### config.mk
export PLATFORM = sky130hd
export DESIGN_NAME = tfws_top
export DESIGN_NICKNAME = d
export VERILOG_FILES = /design/src/hw/tfws_top.v /design/src/hw/tfws_word.v
export VERILOG_INCLUDE_DIRS = /design/src /design/src/hw
export SDC_FILE = /design/constraint.sdc
export NUM_CORES = 1
export LEC_CHECK = 0
export BUFFER_PORTS_ARGS = -buffer_cell sky130_fd_sc_hd__buf_2
export CORE_ASPECT_RATIO = 0.75
export CORE_UTILIZATION = 47
export CTS_BUF_LIST = sky130_fd_sc_hd__clkbuf_16
export DETAILED_ROUTE_END_ITERATION = 6
export PLACE_DENSITY = 0.83
export SYNTH_ARGS = -nofsm -noshare
export SYNTH_HDL_FRONTEND = slang
export SYNTH_SLANG_ARGS = --single-unit
### constraint.sdc
create_clock -name MCLK_I -period 1.54 [get_ports MCLK_I]
set_input_delay 0.077 -clock MCLK_I [delete_from_list [all_inputs] [get_ports MCLK_I]]
set_output_delay 0.077 -clock MCLK_I [all_outputs]
set_load 0.02 [all_outputs]
### src/hw/tfws_defs.vh
`ifndef TFWS_DEFS_VH
`define TFWS_DEFS_VH

// word indices; the bus byte address is four times the index
`define TFWS_IDX_BANDGAP 14'h2082
`define TFWS_IDX_OVERTEMP 14'h2083
`define TFWS_IDX_TEMP 14'h2084
`define TFWS_IDX_OSC 14'h2085
`define TFWS_IDX_CSOFF 14'h2086
`define TFWS_IDX_VAOFF 14'h2087
`define TFWS_IDX_SPANGAIN 14'h2088
`define TFWS_IDX_CTRL 14'h2090
`define TFWS_IDX_STATUS 14'h2091

// slot numbers of the stored words
`define TFWS_SLOT_BANDGAP 3'h0
`define TFWS_SLOT_OVERTEMP 3'h1
`define TFWS_SLOT_TEMP 3'h2
`define TFWS_SLOT_OSC 3'h3
`define TFWS_SLOT_CSOFF 3'h4
`define TFWS_SLOT_VAOFF 3'h5
`define TFWS_SLOT_SPANGAIN 3'h6
`define TFWS_SLOT_NONE 3'h7
`define TFWS_NUM_WORDS 7

// implemented bits of each word; erased value is all implemented ones
`define TFWS_MASK_BANDGAP 14'h001F
`define TFWS_MASK_OVERTEMP 14'h000F
`define TFWS_MASK_TEMP 14'h03FF
`define TFWS_MASK_OSC 14'h007F
`define TFWS_MASK_CSOFF 14'h007F
`define TFWS_MASK_VAOFF 14'h007F
`define TFWS_MASK_SPANGAIN 14'h1F0F

// field positions
`define TFWS_BANDGAP_LSB 0
`define TFWS_BANDGAP_MSB 4
`define TFWS_OVERTEMP_MSB 3
`define TFWS_TEMP_MSB 9
`define TFWS_SEVEN_MSB 6
`define TFWS_GAIN_MSB 3
`define TFWS_SPAN_LSB 8
`define TFWS_SPAN_MSB 12

// control and status fields
`define TFWS_CTRL_LOCK_BIT 0
`define TFWS_STAT_LOCK_BIT 8
`define TFWS_CTRL_RESET 1'b0

`endif

### src/hw/tfws_top.v
// Summary of operation
// - bandgap word: five-bit trim, upper bits zero
// - 2083h: overtemp trim bits 3-0, rest zero
// - 2084h: ten-bit temperature reading bits 9-0
// - temperature word bits 13-10 read zero
// - 2085h: oscillator trim bits 6-0, rest zero
// - 2086h: current sense offset trim bits 6-0
// - 2087h: voltage amp offset bits 6-0
// - 2088h: span 12-8, gain 3-0, rest zero
//
// Implementation choice: register access over Wishbone.
`timescale 1ns/1ns
`default_nettype none
`include "tfws_defs.vh"
module tfws_top (
	// clock, reset, enable
	input wire MCLK_I,
	input wire RST_N_I,
	input wire CE_I,
	// wishbone slave
	input wire WB_CYC_I,
	input wire WB_STB_I,
	input wire WB_WE_I,
	input wire [15:0] WB_ADR_I,
	input wire [3:0] WB_SEL_I,
	input wire [31:0] WB_DAT_I,
	output wire [31:0] WB_DAT_O,
	output wire WB_ACK_O,
	// factory programming port
	input wire PROG_WE_I,
	input wire [2:0] PROG_IDX_I,
	input wire [13:0] PROG_DATA_I,
	// status
	output wire PROG_LOCKED_O
);

////////////////////////////////////////////////////////////////////////////
// decode helpers

function [13:0] word_mask;
	input integer slot;
	begin
		case (slot)
			0: word_mask = `TFWS_MASK_BANDGAP;
			1: word_mask = `TFWS_MASK_OVERTEMP;
			2: word_mask = `TFWS_MASK_TEMP;
			3: word_mask = `TFWS_MASK_OSC;
			4: word_mask = `TFWS_MASK_CSOFF;
			5: word_mask = `TFWS_MASK_VAOFF;
			6: word_mask = `TFWS_MASK_SPANGAIN;
			default: word_mask = 14'h0000;
		endcase
	end
endfunction

// maps a word index to its slot
function [2:0] slot_of;
	input [13:0] idx;
	begin
		case (idx)
			`TFWS_IDX_BANDGAP: slot_of = `TFWS_SLOT_BANDGAP;
			`TFWS_IDX_OVERTEMP: slot_of = `TFWS_SLOT_OVERTEMP;
			`TFWS_IDX_TEMP: slot_of = `TFWS_SLOT_TEMP;
			`TFWS_IDX_OSC: slot_of = `TFWS_SLOT_OSC;
			`TFWS_IDX_CSOFF: slot_of = `TFWS_SLOT_CSOFF;
			`TFWS_IDX_VAOFF: slot_of = `TFWS_SLOT_VAOFF;
			`TFWS_IDX_SPANGAIN: slot_of = `TFWS_SLOT_SPANGAIN;
			default: slot_of = `TFWS_SLOT_NONE;
		endcase
	end
endfunction

////////////////////////////////////////////////////////////////////////////
// word storage

wire [14*`TFWS_NUM_WORDS-1:0] words_w;
wire [`TFWS_NUM_WORDS-1:0] programmed_w;
reg lock_r;
reg lock_nxt;

genvar gi;
generate
	for (gi = 0; gi < `TFWS_NUM_WORDS; gi = gi + 1) begin : g_word
		tfws_word #(
			.MASK(word_mask(gi))
		) u_word (
			.clk_i(MCLK_I),
			.rst_n_i(RST_N_I),
			.ce_i(CE_I),
			// once locked, the factory port is dead until reset
			.load_i(PROG_WE_I && !lock_r && (PROG_IDX_I == gi)),
			.data_i(PROG_DATA_I),
			.word_o(words_w[14*gi +: 14]),
			.programmed_o(programmed_w[gi])
		);
	end
endgenerate

////////////////////////////////////////////////////////////////////////////
// wishbone slave

reg ack_r;
reg ack_nxt;
reg [31:0] dat_r;
reg [31:0] dat_nxt;
wire [13:0] idx_w;
wire [2:0] slot_w;
wire req_w;

assign idx_w = WB_ADR_I[15:2];
assign slot_w = slot_of(idx_w);
assign req_w = WB_CYC_I && WB_STB_I && !ack_r;

always @* begin
	ack_nxt = req_w;
	dat_nxt = dat_r;
	lock_nxt = lock_r;
	if (req_w) begin
		dat_nxt = 32'h00000000;
		if (slot_w != `TFWS_SLOT_NONE) begin
			// writes are acked but dropped
			dat_nxt = {18'h00000, words_w[14*slot_w +: 14]};
		end else if (idx_w == `TFWS_IDX_CTRL) begin
			dat_nxt = {31'h00000000, lock_r};
		end else if (idx_w == `TFWS_IDX_STATUS) begin
			dat_nxt = {23'h000000, lock_r, 1'b0, programmed_w};
		end
		// lock is write-once: only a reset reopens programming
		if (WB_WE_I && WB_SEL_I[0] && idx_w == `TFWS_IDX_CTRL &&
			WB_DAT_I[`TFWS_CTRL_LOCK_BIT]) begin
			lock_nxt = 1'b1;
		end
		if (WB_WE_I) begin
			dat_nxt = 32'h00000000;
		end
	end
end

always @(posedge MCLK_I or negedge RST_N_I) begin
	if (!RST_N_I) begin
		ack_r <= 1'b0;
		dat_r <= 32'h00000000;
		lock_r <= `TFWS_CTRL_RESET;
	end else if (CE_I) begin
		ack_r <= ack_nxt;
		dat_r <= dat_nxt;
		lock_r <= lock_nxt;
	end
end

assign WB_ACK_O = ack_r;
assign WB_DAT_O = dat_r;
assign PROG_LOCKED_O = lock_r;

endmodule
`default_nettype wire

### src/hw/tfws_word.v
`timescale 1ns/1ns
`default_nettype none
// one factory trim word; only the factory load port and reset can change it
module tfws_word #(
	parameter [13:0] MASK = 14'h3FFF
) (
	// clock and reset
	input wire clk_i,
	input wire rst_n_i,
	input wire ce_i,
	// factory load
	input wire load_i,
	input wire [13:0] data_i,
	// stored value
	output wire [13:0] word_o,
	output wire programmed_o
);

reg [13:0] word_r;
reg programmed_r;

always @(posedge clk_i or negedge rst_n_i) begin
	if (!rst_n_i) begin
		// erased cells read as ones in the implemented bits
		word_r <= MASK;
		programmed_r <= 1'b0;
	end else if (ce_i && load_i) begin
		// unimplemented bits are never stored, so they read zero
		word_r <= data_i & MASK;
		programmed_r <= 1'b1;
	end
end

assign word_o = word_r;
assign programmed_o = programmed_r;

endmodule
`default_nettype wire

==> summary by stage, run 1 <==
Worst setup path
The critical path in this run is classified as reg -> reg. The data arrival time at the worst-slack endpoint is 1.97 ns. Across all register-to-register paths, the minimum setup slack is -0.18 ns.

For the worst setup path, the data required time is 1.79 ns. Along the worst path, the maximum fanout reaches 3. STA classifies the critical path endpoint as a register. The endpoint identified for the worst register-to-register timing path is WB_DAT_O[3]$_DFFE_PN0P_. The critical register-to-register path startpoint is WB_ACK_O$_DFFE_PN0P_. The critical path startpoint category is a register. For the worst flop-to-flop path, the logic depth is 6.

GRT
The first global-routing pass estimated 17000 um of wire. The total overflow left after global routing is 0. The via count of the first global-routing pass was 3284. In the global route stage, overall resource usage came out at 0.278. The pin count of the biggest net entering global routing is 72. The number of antenna violations at the first check in global routing is 0.

Timing
The final count of pins violating max slew came to 0. The sum of negative setup slack is -2.20 ns. Setup violations remaining at the end of the flow were counted as 30. The final number of hold-violating endpoints came to 0. Setup repair after global routing could not meet its margin everywhere. Subtracting the final worst setup slack from the clock period gives 1.72 ns. The minimum setup slack in the final design is -0.183 ns. In the finished design, the share of the clock period the worst path needs comes to 1.12. Derived from the worst setup path, the maximum achievable clock frequency is 580 MHz. The setup skew after layout is 0.00810 ns.

Run status
The flow ran to the end, but the final reports show violations. The checks that failed: negative setup slack.

Pwr
VDD sags by at most 0.000910 V. The leakage component of the power is 0.00221 uW. The fraction of power spent switching nets is 0.264. Of the total power, the clock network draws 0.340. The share of total power dissipated in sequential elements is 0.479.

The power density of the placed cells is 1070 nW/um^2. The internal power of the cells totals 4000 uW. The analysis attributes to net switching a power of 1430 uW.

Of the total power, combinational logic draws 0.182.

Detailed routing
The average wire length per cell after detail routing is 19.8 um. The via count is 3173. For this block, the initial DRC count from the detailed router was 184. The first TritonRoute pass finished after 5 iterations. The detail-routed via count per cell is 5.87. The number of design rule violations left after detail routing is 0. The routed design has 10700 um of wire. The number of nets with antenna violations after detailed routing is 0.

Final layout
Of the cells placed in the final design, the portion with a size suffix greater than 1 is 0.586. For this run, the share of the core covered by cells in the final layout is 0.681. 0 antenna diodes ended up in the layout. For this run, the number of standard cells in the final layout without fillers is 541. Across the whole layout, storage elements account for 1840 sq um.

In the final layout, the multi-input gates occupy 1980 sq um. The synthesis-to-layout area growth is 37.5%. After the last flow step, the layout net total stands at 511. Fill cells in the final layout number 524.

Clock tree
The master cell of the clock root buffer is sky130_fd_sc_hd__clkbuf_16. The clock transition time at the flip-flop clock pins of the worst setup and hold paths is 0.06 ns. TritonCTS created 9 clock buffers. The largest buffer count on any clock path is 2. The depth of the CTS H-tree is 3. The CTS tree is yes.

The sink count of the clock tree is 71. The later-pin clock latency in the skew report is 0.34 ns.

Synth
Of all flip-flops after synthesis, the portion carrying an async set or reset was 1.00. By count the netlist is led by 49 x sky130_fd_sc_hd__dfstp_2, 47 x sky130_fd_sc_hd__mux2_2, 22 x sky130_fd_sc_hd__dfrtp_1, 22 x sky130_fd_sc_hd__nand2_1, 19 x sky130_fd_sc_hd__buf_4. Among all flip-flop cells after synthesis, the most frequent one is sky130_fd_sc_hd__dfstp_2. The portion of synthesized cell area occupied by the leading cell type is 0.348.

The number of flops mapped to enable cells by yosys is 0. The share of the Yosys chip area taken by registers is 0.497. The flip-flop and latch count after synthesis is 71. After synthesis, the cell types taking the most area are sky130_fd_sc_hd__dfstp_2 35%, sky130_fd_sc_hd__dfrtp_1 15%, sky130_fd_sc_hd__mux2_2 14%, sky130_fd_sc_hd__buf_4 3.9%, sky130_fd_sc_hd__nand2_1 2.2%. Synthesis produced 318 cells.

Summing every instance area after synthesis gives 3700 sq um. The biggest area consumer among synthesized cells is sky130_fd_sc_hd__dfstp_2. The count of warnings emitted by yosys is 0. After synthesis, the netlist uses 56 different library cells.

The synthesized area per cell is 11.6 sq um. The cell with the most instances after synthesis is sky130_fd_sc_hd__dfstp_2.

Run
The max-cap violation count is 0.

Hold path
The worst hold path belongs to the class in -> reg. The cell depth of the worst min-delay path is 2. The endpoint of the worst hold path is g_word[5].u_word.word_o[5]$_DFFE_PN1P_. The worst hold path begins at PROG_DATA_I[5].

Placed design
The number of buffer cells added on primary ports is 53. The cell count after placement is 515. The HPWL after detailed placement is 7340 um. The congestion estimate from routability-driven global placement came to 0.944.

Floorplanning
The starting utilization of the core area is 0.495. The total number of placement rows is 27. Pin placement for this block handled 110 I/O pins.

The floorplan step defined a core boundary enclosing 7470 sq um. The die covers 8230 sq um. Measured along the y axis, the die boundary spans 78.8 um. The x dimension of the die is 104 um.
==> worst max-delay path, cell delays in order, from the launching register on <==
cell,delay (ns)
sky130_fd_sc_hd__dfrtp_2,0.40
sky130_fd_sc_hd__nand4b_4,0.17
sky130_fd_sc_hd__or2_4,0.28
sky130_fd_sc_hd__buf_6,0.14
sky130_fd_sc_hd__o41ai_4,0.35
sky130_fd_sc_hd__a211oi_2,0.12
sky130_fd_sc_hd__a41oi_1,0.18
==> worst max-delay path by stage <==
stage	start	to	slack, ns	depth (start not counted)
after floorplan	WB_ACK_O$_DFFE_PN0P_	WB_DAT_O[1]$_DFFE_PN0P_	-0.18	6
after global placement	WB_ACK_O$_DFFE_PN0P_	WB_DAT_O[3]$_DFFE_PN0P_	-0.32	6
after detailed placement	WB_ACK_O$_DFFE_PN0P_	WB_DAT_O[3]$_DFFE_PN0P_	-0.28	6
after CTS	WB_ACK_O$_DFFE_PN0P_	WB_DAT_O[3]$_DFFE_PN0P_	-0.13	6
after global routing	WB_ACK_O$_DFFE_PN0P_	WB_DAT_O[3]$_DFFE_PN0P_	-0.26	6
final	WB_ACK_O$_DFFE_PN0P_	WB_DAT_O[3]$_DFFE_PN0P_	-0.18	6
==> registers in the layout, summed over array words and instances (netlist names) <==
name,count
WB_DAT_O,13
g_word.u_word.word_o,49
g_word.u_word.programmed_o,7
WB_ACK_O,1
PROG_LOCKED_O,1
==> logic make-up after synthesis <==
logic type,synth area share
multiplexers,0.158
AND/OR/NAND/NOR,0.161
AO/OA/AOI/OAI,0.115
other,0.00101
flip-flops,0.497
buffers and inverters,0.0633
XOR/XNOR,0.00474
==> through the flow <==
stage / total power, uW / area (sq um) / hold slack, ns / worst slack (ns)
final: 5430 / 5080 / 0.0184 / -0.183
after floorplan: 3190 / 3960 / -0.219 / -0.176
after global placement: 3470 / 4580 / 0.121 / -0.316
after global routing: 5640 / 5080 / 0.0179 / -0.256
after detailed placement: 3520 / 4580 / 0.126 / -0.279
after CTS: 5420 / 5030 / 0.00746 / -0.127
==> area by class of cell <==
cell class                      count  area share
Multi-Input combinational cell    225       0.389
Sequential cell                    71       0.362
Timing Repair Buffer              120       0.167
Clock buffer                        9      0.0443
Tap cell                          101      0.0249
Clock inverter                      7     0.00665
Inverter                            8     0.00591
==> routing by layer <==
layer / global-route usage / wire length [um] / vias to the layer above
met5: 0 / 0 / -
met4: 0.127 / 382 / 0
met3: 0.0920 / 987 / 38
met2: 0.456 / 5070 / 175
met1: 0.333 / 4290 / 1584
li1: - / - / 1376
==> power groups by stage <==
stage          Clock, uW  Sequential (uW)  Combinational [uW]
5_1_grt             1940             2640                1060
3_5_place_dp           0             2610                 909
4_1_cts             1860             2590                 960
2_1_floorplan          0             2550                 647
6_report            1840             2600                 986
3_3_place_gp           0             2600                 869
==> cells in the final DEF (no fill, tap or decap), types with 7 or more instances in the layout <==
| cell type | Yosys | final |
|---|---|---|
| sky130_fd_sc_hd__buf_2 | 4 | 53 |
| sky130_fd_sc_hd__buf_4 | 19 | 50 |
| sky130_fd_sc_hd__clkbuf_16 | 0 | 9 |
| sky130_fd_sc_hd__conb_1 | 1 | 19 |
| sky130_fd_sc_hd__dfrtp_1 | 22 | 20 |
| sky130_fd_sc_hd__dfstp_2 | 49 | 49 |
| sky130_fd_sc_hd__dlygate4sd3_1 | 0 | 8 |
| sky130_fd_sc_hd__inv_1 | 8 | 10 |
| sky130_fd_sc_hd__mux2_2 | 47 | 32 |
| sky130_fd_sc_hd__mux2_4 | 1 | 16 |
| sky130_fd_sc_hd__nand2_1 | 22 | 20 |
| sky130_fd_sc_hd__nand3_1 | 10 | 10 |
| sky130_fd_sc_hd__nor2_1 | 11 | 11 |
| sky130_fd_sc_hd__nor3_1 | 9 | 7 |
| sky130_fd_sc_hd__o21ai_0 | 13 | 11 |
==> repair_timing <==
item                                    4_1_cts  5_1_grt
resized for setup                            15       13
hold endpoints to repair                     29        0
hold buffers                                  8        0
pin swaps                                    10        5
endpoints found under the setup margin       30       52
buffers inserted                              2        0
(Power assumes the default switching activity.)
==> inputs of run 2 (changes only) <==
--- a/config.mk
+++ b/config.mk
@@ -7,7 +7,7 @@
 export NUM_CORES = 1
 export LEC_CHECK = 0
 export BUFFER_PORTS_ARGS = -buffer_cell sky130_fd_sc_hd__buf_2
-export CORE_ASPECT_RATIO = 0.75
+export CORE_ASPECT_RATIO = 2
 export CORE_UTILIZATION = 47
 export CTS_BUF_LIST = sky130_fd_sc_hd__clkbuf_16
 export DETAILED_ROUTE_END_ITERATION = 6
==> run 2 against run 1 <==
  * Wire length grew 1.4%
  * First-iteration DRC count grew 55%
  * Non-clock buffer count shrank 13
  * Global-route usage grew 0.75 points
  * The flow still finishes with violations (negative setup slack)
  * Die area grew 0.21%
==> summary by stage, run 2 (synthesis gave the netlist of run 1 again) <==
Clock tree
The CTS buffer count is 9 (unchanged). The sink count of the clock tree is 71 (unchanged). The later-pin clock latency in the skew report is 0.34 ns (about the same). The CTS tree is yes (unchanged). The clock transition time at the flip-flop clock pins of the worst setup and hold paths is 0.06 ns (about the same). The largest buffer count on any clock path was 2 (unchanged).

The master cell of the clock root buffer is sky130_fd_sc_hd__clkbuf_16 (unchanged). The depth of the CTS H-tree is 3 (unchanged).

Final layout
The final standard cell count with taps included and fillers excluded is 521 (was 541). The number of inserted filler cells in the final layout is 543 (was 524). The synthesis-to-layout area growth is 36.1% (was 37.5%). The proportion of layout cells with a drive suffix above 1 came to 0.585 (was 0.586). The layout net count was 498 (was 511). The flip-flop count of the largest register, all copies and words added was 49 (unchanged). Commonest cells after routing, fill and taps aside: 53 x sky130_fd_sc_hd__buf_2, 49 x sky130_fd_sc_hd__dfstp_2, 41 x sky130_fd_sc_hd__buf_4, 32 x sky130_fd_sc_hd__mux2_2, 22 x sky130_fd_sc_hd__nand2_1 (was 53 x sky130_fd_sc_hd__buf_2, 50 x sky130_fd_sc_hd__buf_4, 49 x sky130_fd_sc_hd__dfstp_2, 32 x sky130_fd_sc_hd__mux2_2). The most common library cell in the layout ignoring fill and taps is sky130_fd_sc_hd__buf_2 (unchanged). The total non-filler cell area in the finished layout is 5030 sq um (was 5080 sq um). The number of antenna repair diodes was 0 (unchanged).

GRT
The number of antenna violations at the first check in global routing came to 0 (unchanged). The first-pass GRT wire length is 17400 um (was 17000 um). The via count of the first global-routing pass is 3396 (was 3284).

The overall routing resource usage is 0.285 (was 0.278). The global route total overflow is 0 (unchanged). The pin count of the biggest net entering global routing came to 72 (unchanged).

Worst setup path
The capture instance of the worst register-to-register path is WB_DAT_O[0]$_DFFE_PN0P_ (was WB_DAT_O[3]$_DFFE_PN0P_). The critical register-to-register path startpoint is WB_ACK_O$_DFFE_PN0P_ (unchanged). The worst reg2reg path depth was 5 (was 6). The data required time of the worst path was 1.81 ns (was 1.79 ns). The reg-to-reg setup timing slack is -0.15 ns (was -0.18 ns). The critical path startpoint category is a register (unchanged). The delay of the slowest critical-path stage is 0.42 ns (was 0.40 ns).

The kind of end point of the critical path is a register (unchanged). The highest net fanout along the worst path was 2 (was 3). The data arrival time at the worst-slack endpoint is 1.96 ns (was 1.97 ns). The category of the most critical setup path was reg -> reg (unchanged). The highest-delay cell along the critical path is sky130_fd_sc_hd__or4_4 (was sky130_fd_sc_hd__dfrtp_2). CP cell instances: nand4b_4 > or2_4 > or4_4 > a221o_1 > nand3_1 (was nand4b_4 > or2_4 > buf_6 > o41ai_4 > a211oi_2 > a41oi_1).

Detailed routing
The final routed wirelength across all metal layers is 10900 um (was 10700 um). The average wire length per cell after detail routing was 20.9 um (was 19.8 um). The detail-routed via count per cell is 5.99 (was 5.87). The via count is 3123 (was 3173). The number of design rule violations left after detail routing is 0 (unchanged). The initial DRC count was 286 (was 184).

The number of iterations in the first detailed-routing pass is 4 (was 5). The number of nets with antenna violations after detailed routing is 0 (unchanged).

Pwr
The total power of the final layout is 5770 uW (was 5430 uW). The peak supply drop is 0.000676 V (was 0.000910 V). The leakage component of the power came to 0.00216 uW (was 0.00221 uW). The power density of the placed cells came to 1150 nW/um^2 (was 1070 nW/um^2).

Floorplanning
The total number of placement rows was 45 (was 27). The x dimension of the die is 64.7 um (was 104 um). The boundary pin count came to 110 (unchanged). The die outline area is 8250 sq um (was 8230 sq um). The chip height came to 127 um (was 78.8 um). The starting utilization of the core area came to 0.486 (was 0.495). The core area came to 7600 sq um (was 7470 sq um).

Timing
The total of endpoints with negative setup slack in the final report is 12 (was 30). The minimum setup slack in the final design is -0.150 ns (was -0.183 ns). The share of the cycle needed by the critical path after routing is 1.10 (was 1.12). Unrepaired setup endpoints after global routing: yes (unchanged). The setup skew after layout is 0.00900 ns (was 0.00810 ns). The maximum clock rate is 592 MHz (was 580 MHz). The final count of pins violating max slew is 0 (unchanged).

The final number of hold-violating endpoints came to 0 (unchanged). The shortest clock period the worst path allows after layout was 1.69 ns (was 1.72 ns). The sum of negative setup slack is -0.643 ns (was -2.20 ns).

Hold path
The origin of the worst min-delay path is PROG_DATA_I[5] (unchanged). The cell depth of the worst min-delay path is 2 (unchanged). The type of the worst min-delay path is in -> reg (unchanged). The endpoint of the worst hold path is g_word[5].u_word.word_o[5]$_DFFE_PN1P_ (unchanged).

Placed design
The post-placement worst setup slack came to -0.188 ns (was -0.279 ns). The HPWL after detailed placement came to 7470 um (was 7340 um). The instance area at placement is 4490 sq um (was 4580 sq um). The global placement routability congestion came to 0.995 (was 0.944). The cell count after placement is 497 (was 515). The number of buffer cells added on primary ports is 53 (unchanged).

Run status
Status: complete, but fails checks (unchanged). Violations in the final reports: negative setup slack (unchanged).

Run
The max-cap violation count came to 0 (unchanged).
==> run 2: worst max-delay path: cells and delay by family, from the launching register on <==
| kind | cells | cell delay [ns] |
|---|---|---|
| AO/OA/AOI/OAI | 1 | 0.29 |
| flip-flops | 1 | 0.40 |
| AND/OR/NAND/NOR | 4 | 0.94 |
==> run 2: layout make-up <==
class	instances	area, sq um	share of cell area
clock inverters	7	87.6	0.0174
flip-flops and latches	71	1840	0.366
multi-input cells	225	1990	0.396
clock buffers	9	225	0.0448
well taps	94	118	0.0234
inverters	8	30.0	0.00597
repair buffers	107	737	0.146
==> run 2: through the flow <==
stage / utilization / hold WS (ns)
final: 0.662 / 0.0156
after global routing: 0.662 / 0.0211
after CTS: 0.652 / 0.0103
after global placement: 0.591 / 0.119
after floorplan: - / -0.219
after detailed placement: 0.591 / 0.132
==> run 2: what timing repair did <==
action / CTS / global route
resized for setup: 10 / 16
setup endpoints to repair: 22 / 59
hold buffers: 7 / 0
pin swaps: 5 / 9
setup buffers: 1 / 1
endpoints found under the hold margin: 29 / 0
==> run 2: worst max path at each step <==
stage | start | slack, ns | endpoint | cells after the start
3_3_place_gp | WB_ADR_I[13] | -0.18 | WB_DAT_O[0]$_DFFE_PN0P_ | 6
2_1_floorplan | WB_ACK_O$_DFFE_PN0P_ | -0.18 | WB_DAT_O[1]$_DFFE_PN0P_ | 6
6_report | WB_ACK_O$_DFFE_PN0P_ | -0.15 | WB_DAT_O[0]$_DFFE_PN0P_ | 5
4_1_cts | WB_ACK_O$_DFFE_PN0P_ | -0.14 | WB_DAT_O[0]$_DFFE_PN0P_ | 5
5_1_grt | WB_ACK_O$_DFFE_PN0P_ | -0.20 | WB_DAT_O[0]$_DFFE_PN0P_ | 5
3_5_place_dp | WB_ADR_I[13] | -0.19 | WB_DAT_O[0]$_DFFE_PN0P_ | 6
==> run 2: metal layers <==
metal  wire length, um  vias to the layer above  GRT usage  part of all wire
met4               813                        0      0.235             0.075
met3               697                       72     0.0750             0.064
met5                 0                        -          0                 0
met2              5600                      182      0.483              0.51
met1              3770                     1523      0.282              0.35
li1                  -                     1346          -                 -
==> run 2: power by group <==
group / switching [uW] / total (uW) / internal (uW)
clock: 787 / 2190 / 1400
sequential: 199 / 2620 / 2420
combinational: 469 / 963 / 495
==> inputs of run 3 (changes only) <==
--- a/config.mk
+++ b/config.mk
@@ -8,6 +8,7 @@
 export LEC_CHECK = 0
 export BUFFER_PORTS_ARGS = -buffer_cell sky130_fd_sc_hd__buf_2
 export CORE_ASPECT_RATIO = 2
+export CORE_MARGIN = 2
 export CORE_UTILIZATION = 47
 export CTS_BUF_LIST = sky130_fd_sc_hd__clkbuf_16
 export DETAILED_ROUTE_END_ITERATION = 6
==> run 3 against run 2 <==
  * The flow still finishes with violations (negative setup slack)
  * Clock skew shrank 0.0034 ns
  * Final cell count grew 1.3%
  * Register-to-register slack lost 0.05 ns
  * Design area grew 1.3%
  * Hold slack gained 0.0078 ns
  * Critical path type unchanged
  * Power shrank 0.77%
  * Largest power group unchanged
  * Non-clock buffer count grew 7
  * Critical path depth grew 1
  * Wire length shrank 0.16%
  * First-iteration DRC count grew 1.0%
==> summary by stage, run 3 (synthesis gave the netlist of run 1 again) <==
Detailed routing
The number of nets with antenna violations after detailed routing is 0 (unchanged). The number of iterations in the first detailed-routing pass is 5 (was 4). The detail-routed via count per cell is 6.02 (was 5.99). The number of design rule violations left after detail routing is 0 (unchanged).

The final routed wirelength across all metal layers was 10900 um (about the same). The initial DRC count came to 289 (was 286). The via count was 3178 (was 3123). The average wire length per cell after detail routing is 20.6 um (was 20.9 um).

Final layout
The synthesis-to-layout area growth came to 37.9% (was 36.1%). The flip-flop count of the largest register, all copies and words added was 49 (unchanged). The layout net count is 505 (was 498).

The post-layout utilization of the core is 0.671 (was 0.662). The number of antenna repair diodes is 0 (unchanged). The most common library cell in the layout ignoring fill and taps was sky130_fd_sc_hd__buf_2 (unchanged). The proportion of layout cells with a drive suffix above 1 is 0.583 (was 0.585). The final standard cell count with taps included and fillers excluded is 528 (was 521). Commonest cells after routing, fill and taps aside: 53 x sky130_fd_sc_hd__buf_2, 49 x sky130_fd_sc_hd__dfstp_2, 45 x sky130_fd_sc_hd__buf_4, 30 x sky130_fd_sc_hd__mux2_2, 21 x sky130_fd_sc_hd__nand2_1 (was 53 x sky130_fd_sc_hd__buf_2, 49 x sky130_fd_sc_hd__dfstp_2, 41 x sky130_fd_sc_hd__buf_4, 32 x sky130_fd_sc_hd__mux2_2, 22 x sky130_fd_sc_hd__nand2_1).

Floorplanning
The core area was 7600 sq um (unchanged). The starting utilization of the core area is 0.486 (unchanged). The x dimension of the die is 66.7 um (was 64.7 um). The chip height was 129 um (was 127 um). The boundary pin count is 110 (unchanged). The total number of placement rows was 45 (unchanged). The die outline area is 8630 sq um (was 8250 sq um).

Worst setup path
The worst reg2reg path depth was 6 (was 5). The kind of end point of the critical path is a register (unchanged). The data arrival time at the worst-slack endpoint is 1.98 ns (was 1.96 ns). The data required time of the worst path was 1.79 ns (was 1.81 ns). CP cell instances: nand4b_4 > or2_4 > buf_12 > o41ai_2 > a211oi_1 > a41oi_1 (was nand4b_4 > or2_4 > or4_4 > a221o_1 > nand3_1).

The capture instance of the worst register-to-register path is WB_DAT_O[3]$_DFFE_PN0P_ (was WB_DAT_O[0]$_DFFE_PN0P_). The reg-to-reg setup timing slack came to -0.20 ns (was -0.15 ns). The highest-delay cell along the critical path is sky130_fd_sc_hd__dfrtp_2 (was sky130_fd_sc_hd__or4_4).

The critical path startpoint category is a register (unchanged). The highest net fanout along the worst path is 5 (was 2). The critical register-to-register path startpoint is WB_ACK_O$_DFFE_PN0P_ (unchanged). The category of the most critical setup path was reg -> reg (unchanged). The cell type group with the largest total delay on the critical path is compound AO/OA/AOI/OAI gates (was simple AND/OR/NAND/NOR gates). The delay of the slowest critical-path stage is 0.41 ns (was 0.42 ns).

The worst path buffer plus inverter count is 1 (was 0).

Hold path
The cell depth of the worst min-delay path is 2 (unchanged). The endpoint of the worst hold path is g_word[5].u_word.word_o[5]$_DFFE_PN1P_ (unchanged). The type of the worst min-delay path is in -> reg (unchanged). The origin of the worst min-delay path is PROG_DATA_I[5] (unchanged).

Placed design
The number of buffer cells added on primary ports is 53 (unchanged). The post-placement worst setup slack is -0.214 ns (was -0.188 ns). The HPWL after detailed placement came to 7670 um (was 7470 um). The global placement routability congestion was 0.983 (was 0.995).

The cell count after placement was 498 (was 497).

Pwr
The peak supply drop is 0.000799 V (was 0.000676 V). The power density of the placed cells is 1120 nW/um^2 (was 1150 nW/um^2). The leakage component of the power is 0.00222 uW (was 0.00216 uW).

The total power of the final layout came to 5730 uW (was 5770 uW).

Timing
The total of endpoints with negative setup slack in the final report came to 13 (was 12). The minimum setup slack in the final design came to -0.196 ns (was -0.150 ns). The maximum clock rate is 576 MHz (was 592 MHz). The worst hold slack was 0.0234 ns (was 0.0156 ns). The setup skew after layout is 0.00564 ns (was 0.00900 ns).

The final count of pins violating max slew is 0 (unchanged). The share of the cycle needed by the critical path after routing is 1.13 (was 1.10). The shortest clock period the worst path allows after layout was 1.74 ns (was 1.69 ns).

The final number of hold-violating endpoints was 0 (unchanged). Unrepaired setup endpoints after global routing: yes (unchanged).

GRT
The first-pass GRT wire length is 16400 um (was 17400 um). The overall routing resource usage came to 0.262 (was 0.285). The number of antenna violations at the first check in global routing is 0 (unchanged). The via count of the first global-routing pass is 3207 (was 3396). The global route total overflow came to 0 (unchanged).

The pin count of the biggest net entering global routing came to 31 (was 72).

Clock tree
The master cell of the clock root buffer is sky130_fd_sc_hd__clkbuf_16 (unchanged). The later-pin clock latency in the skew report was 0.34 ns (about the same). The largest buffer count on any clock path came to 2 (unchanged). The clock transition time at the flip-flop clock pins of the worst setup and hold paths was 0.06 ns (about the same). The sink count of the clock tree is 71 (unchanged). The CTS buffer count is 9 (unchanged). The depth of the CTS H-tree came to 3 (unchanged). The CTS tree was yes (unchanged).

Run
The max-cap violation count was 0 (unchanged).

Run status
Violations in the final reports: negative setup slack (unchanged). Status: complete, but fails checks (unchanged).
## run 3: worst max-delay path by stage
stage / endpoint / cells after the start / start
floorplan: WB_DAT_O[1]$_DFFE_PN0P_ / 6 / WB_ACK_O$_DFFE_PN0P_
global placement: WB_DAT_O[0]$_DFFE_PN0P_ / 6 / WB_ADR_I[2]
detailed placement: WB_DAT_O[0]$_DFFE_PN0P_ / 6 / WB_ADR_I[2]
CTS: WB_DAT_O[2]$_DFFE_PN0P_ / 6 / WB_ACK_O$_DFFE_PN0P_
global route: WB_DAT_O[3]$_DFFE_PN0P_ / 6 / WB_ACK_O$_DFFE_PN0P_
finish: WB_DAT_O[3]$_DFFE_PN0P_ / 6 / WB_ACK_O$_DFFE_PN0P_
## run 3: layout make-up
| type | count | area [sq um] |
|---|---|---|
| clock inverter | 7 | 80.1 |
| clock buffer | 9 | 225 |
| timing repair buffer | 114 | 815 |
| multi-input combinational | 225 | 1990 |
| fill | 530 | 2500 |
| inverter | 8 | 30.0 |
| sequential | 71 | 1840 |
| tap | 94 | 118 |
## run 3: metrics by stage
stage	TNS (ns)	instance area, sq um
after global placement	-2.18	4500
after floorplan	-2.01	3960
after CTS	-0.818	4910
after detailed placement	-3.21	4500
after global routing	-2.38	5100
final	-0.989	5100
## run 3: where the power goes
group | internal, uW | switching, uW
sequential | 2420 | 190
clock | 1390 | 758
combinational | 508 | 465
## run 3: what timing repair did
| action | 4_1_cts | 5_1_grt |
|---|---|---|
| hold buffers | 7 | 0 |
| buffers inserted | 0 | 6 |
| pin swaps | 2 | 11 |
| cloned | 0 | 1 |
| setup endpoints to repair | 42 | 58 |
| gates resized for setup | 7 | 21 |
| endpoints found under the hold margin | 21 | 0 |
## run 3: layer usage
layer  vias to the layer above  wire, um  GRT usage
li1                       1361         -          -
met4                         0       719      0.191
met2                       176      5640      0.442
met1                      1580      3780      0.279
met3                        61       726     0.0582
met5                         -         0          0
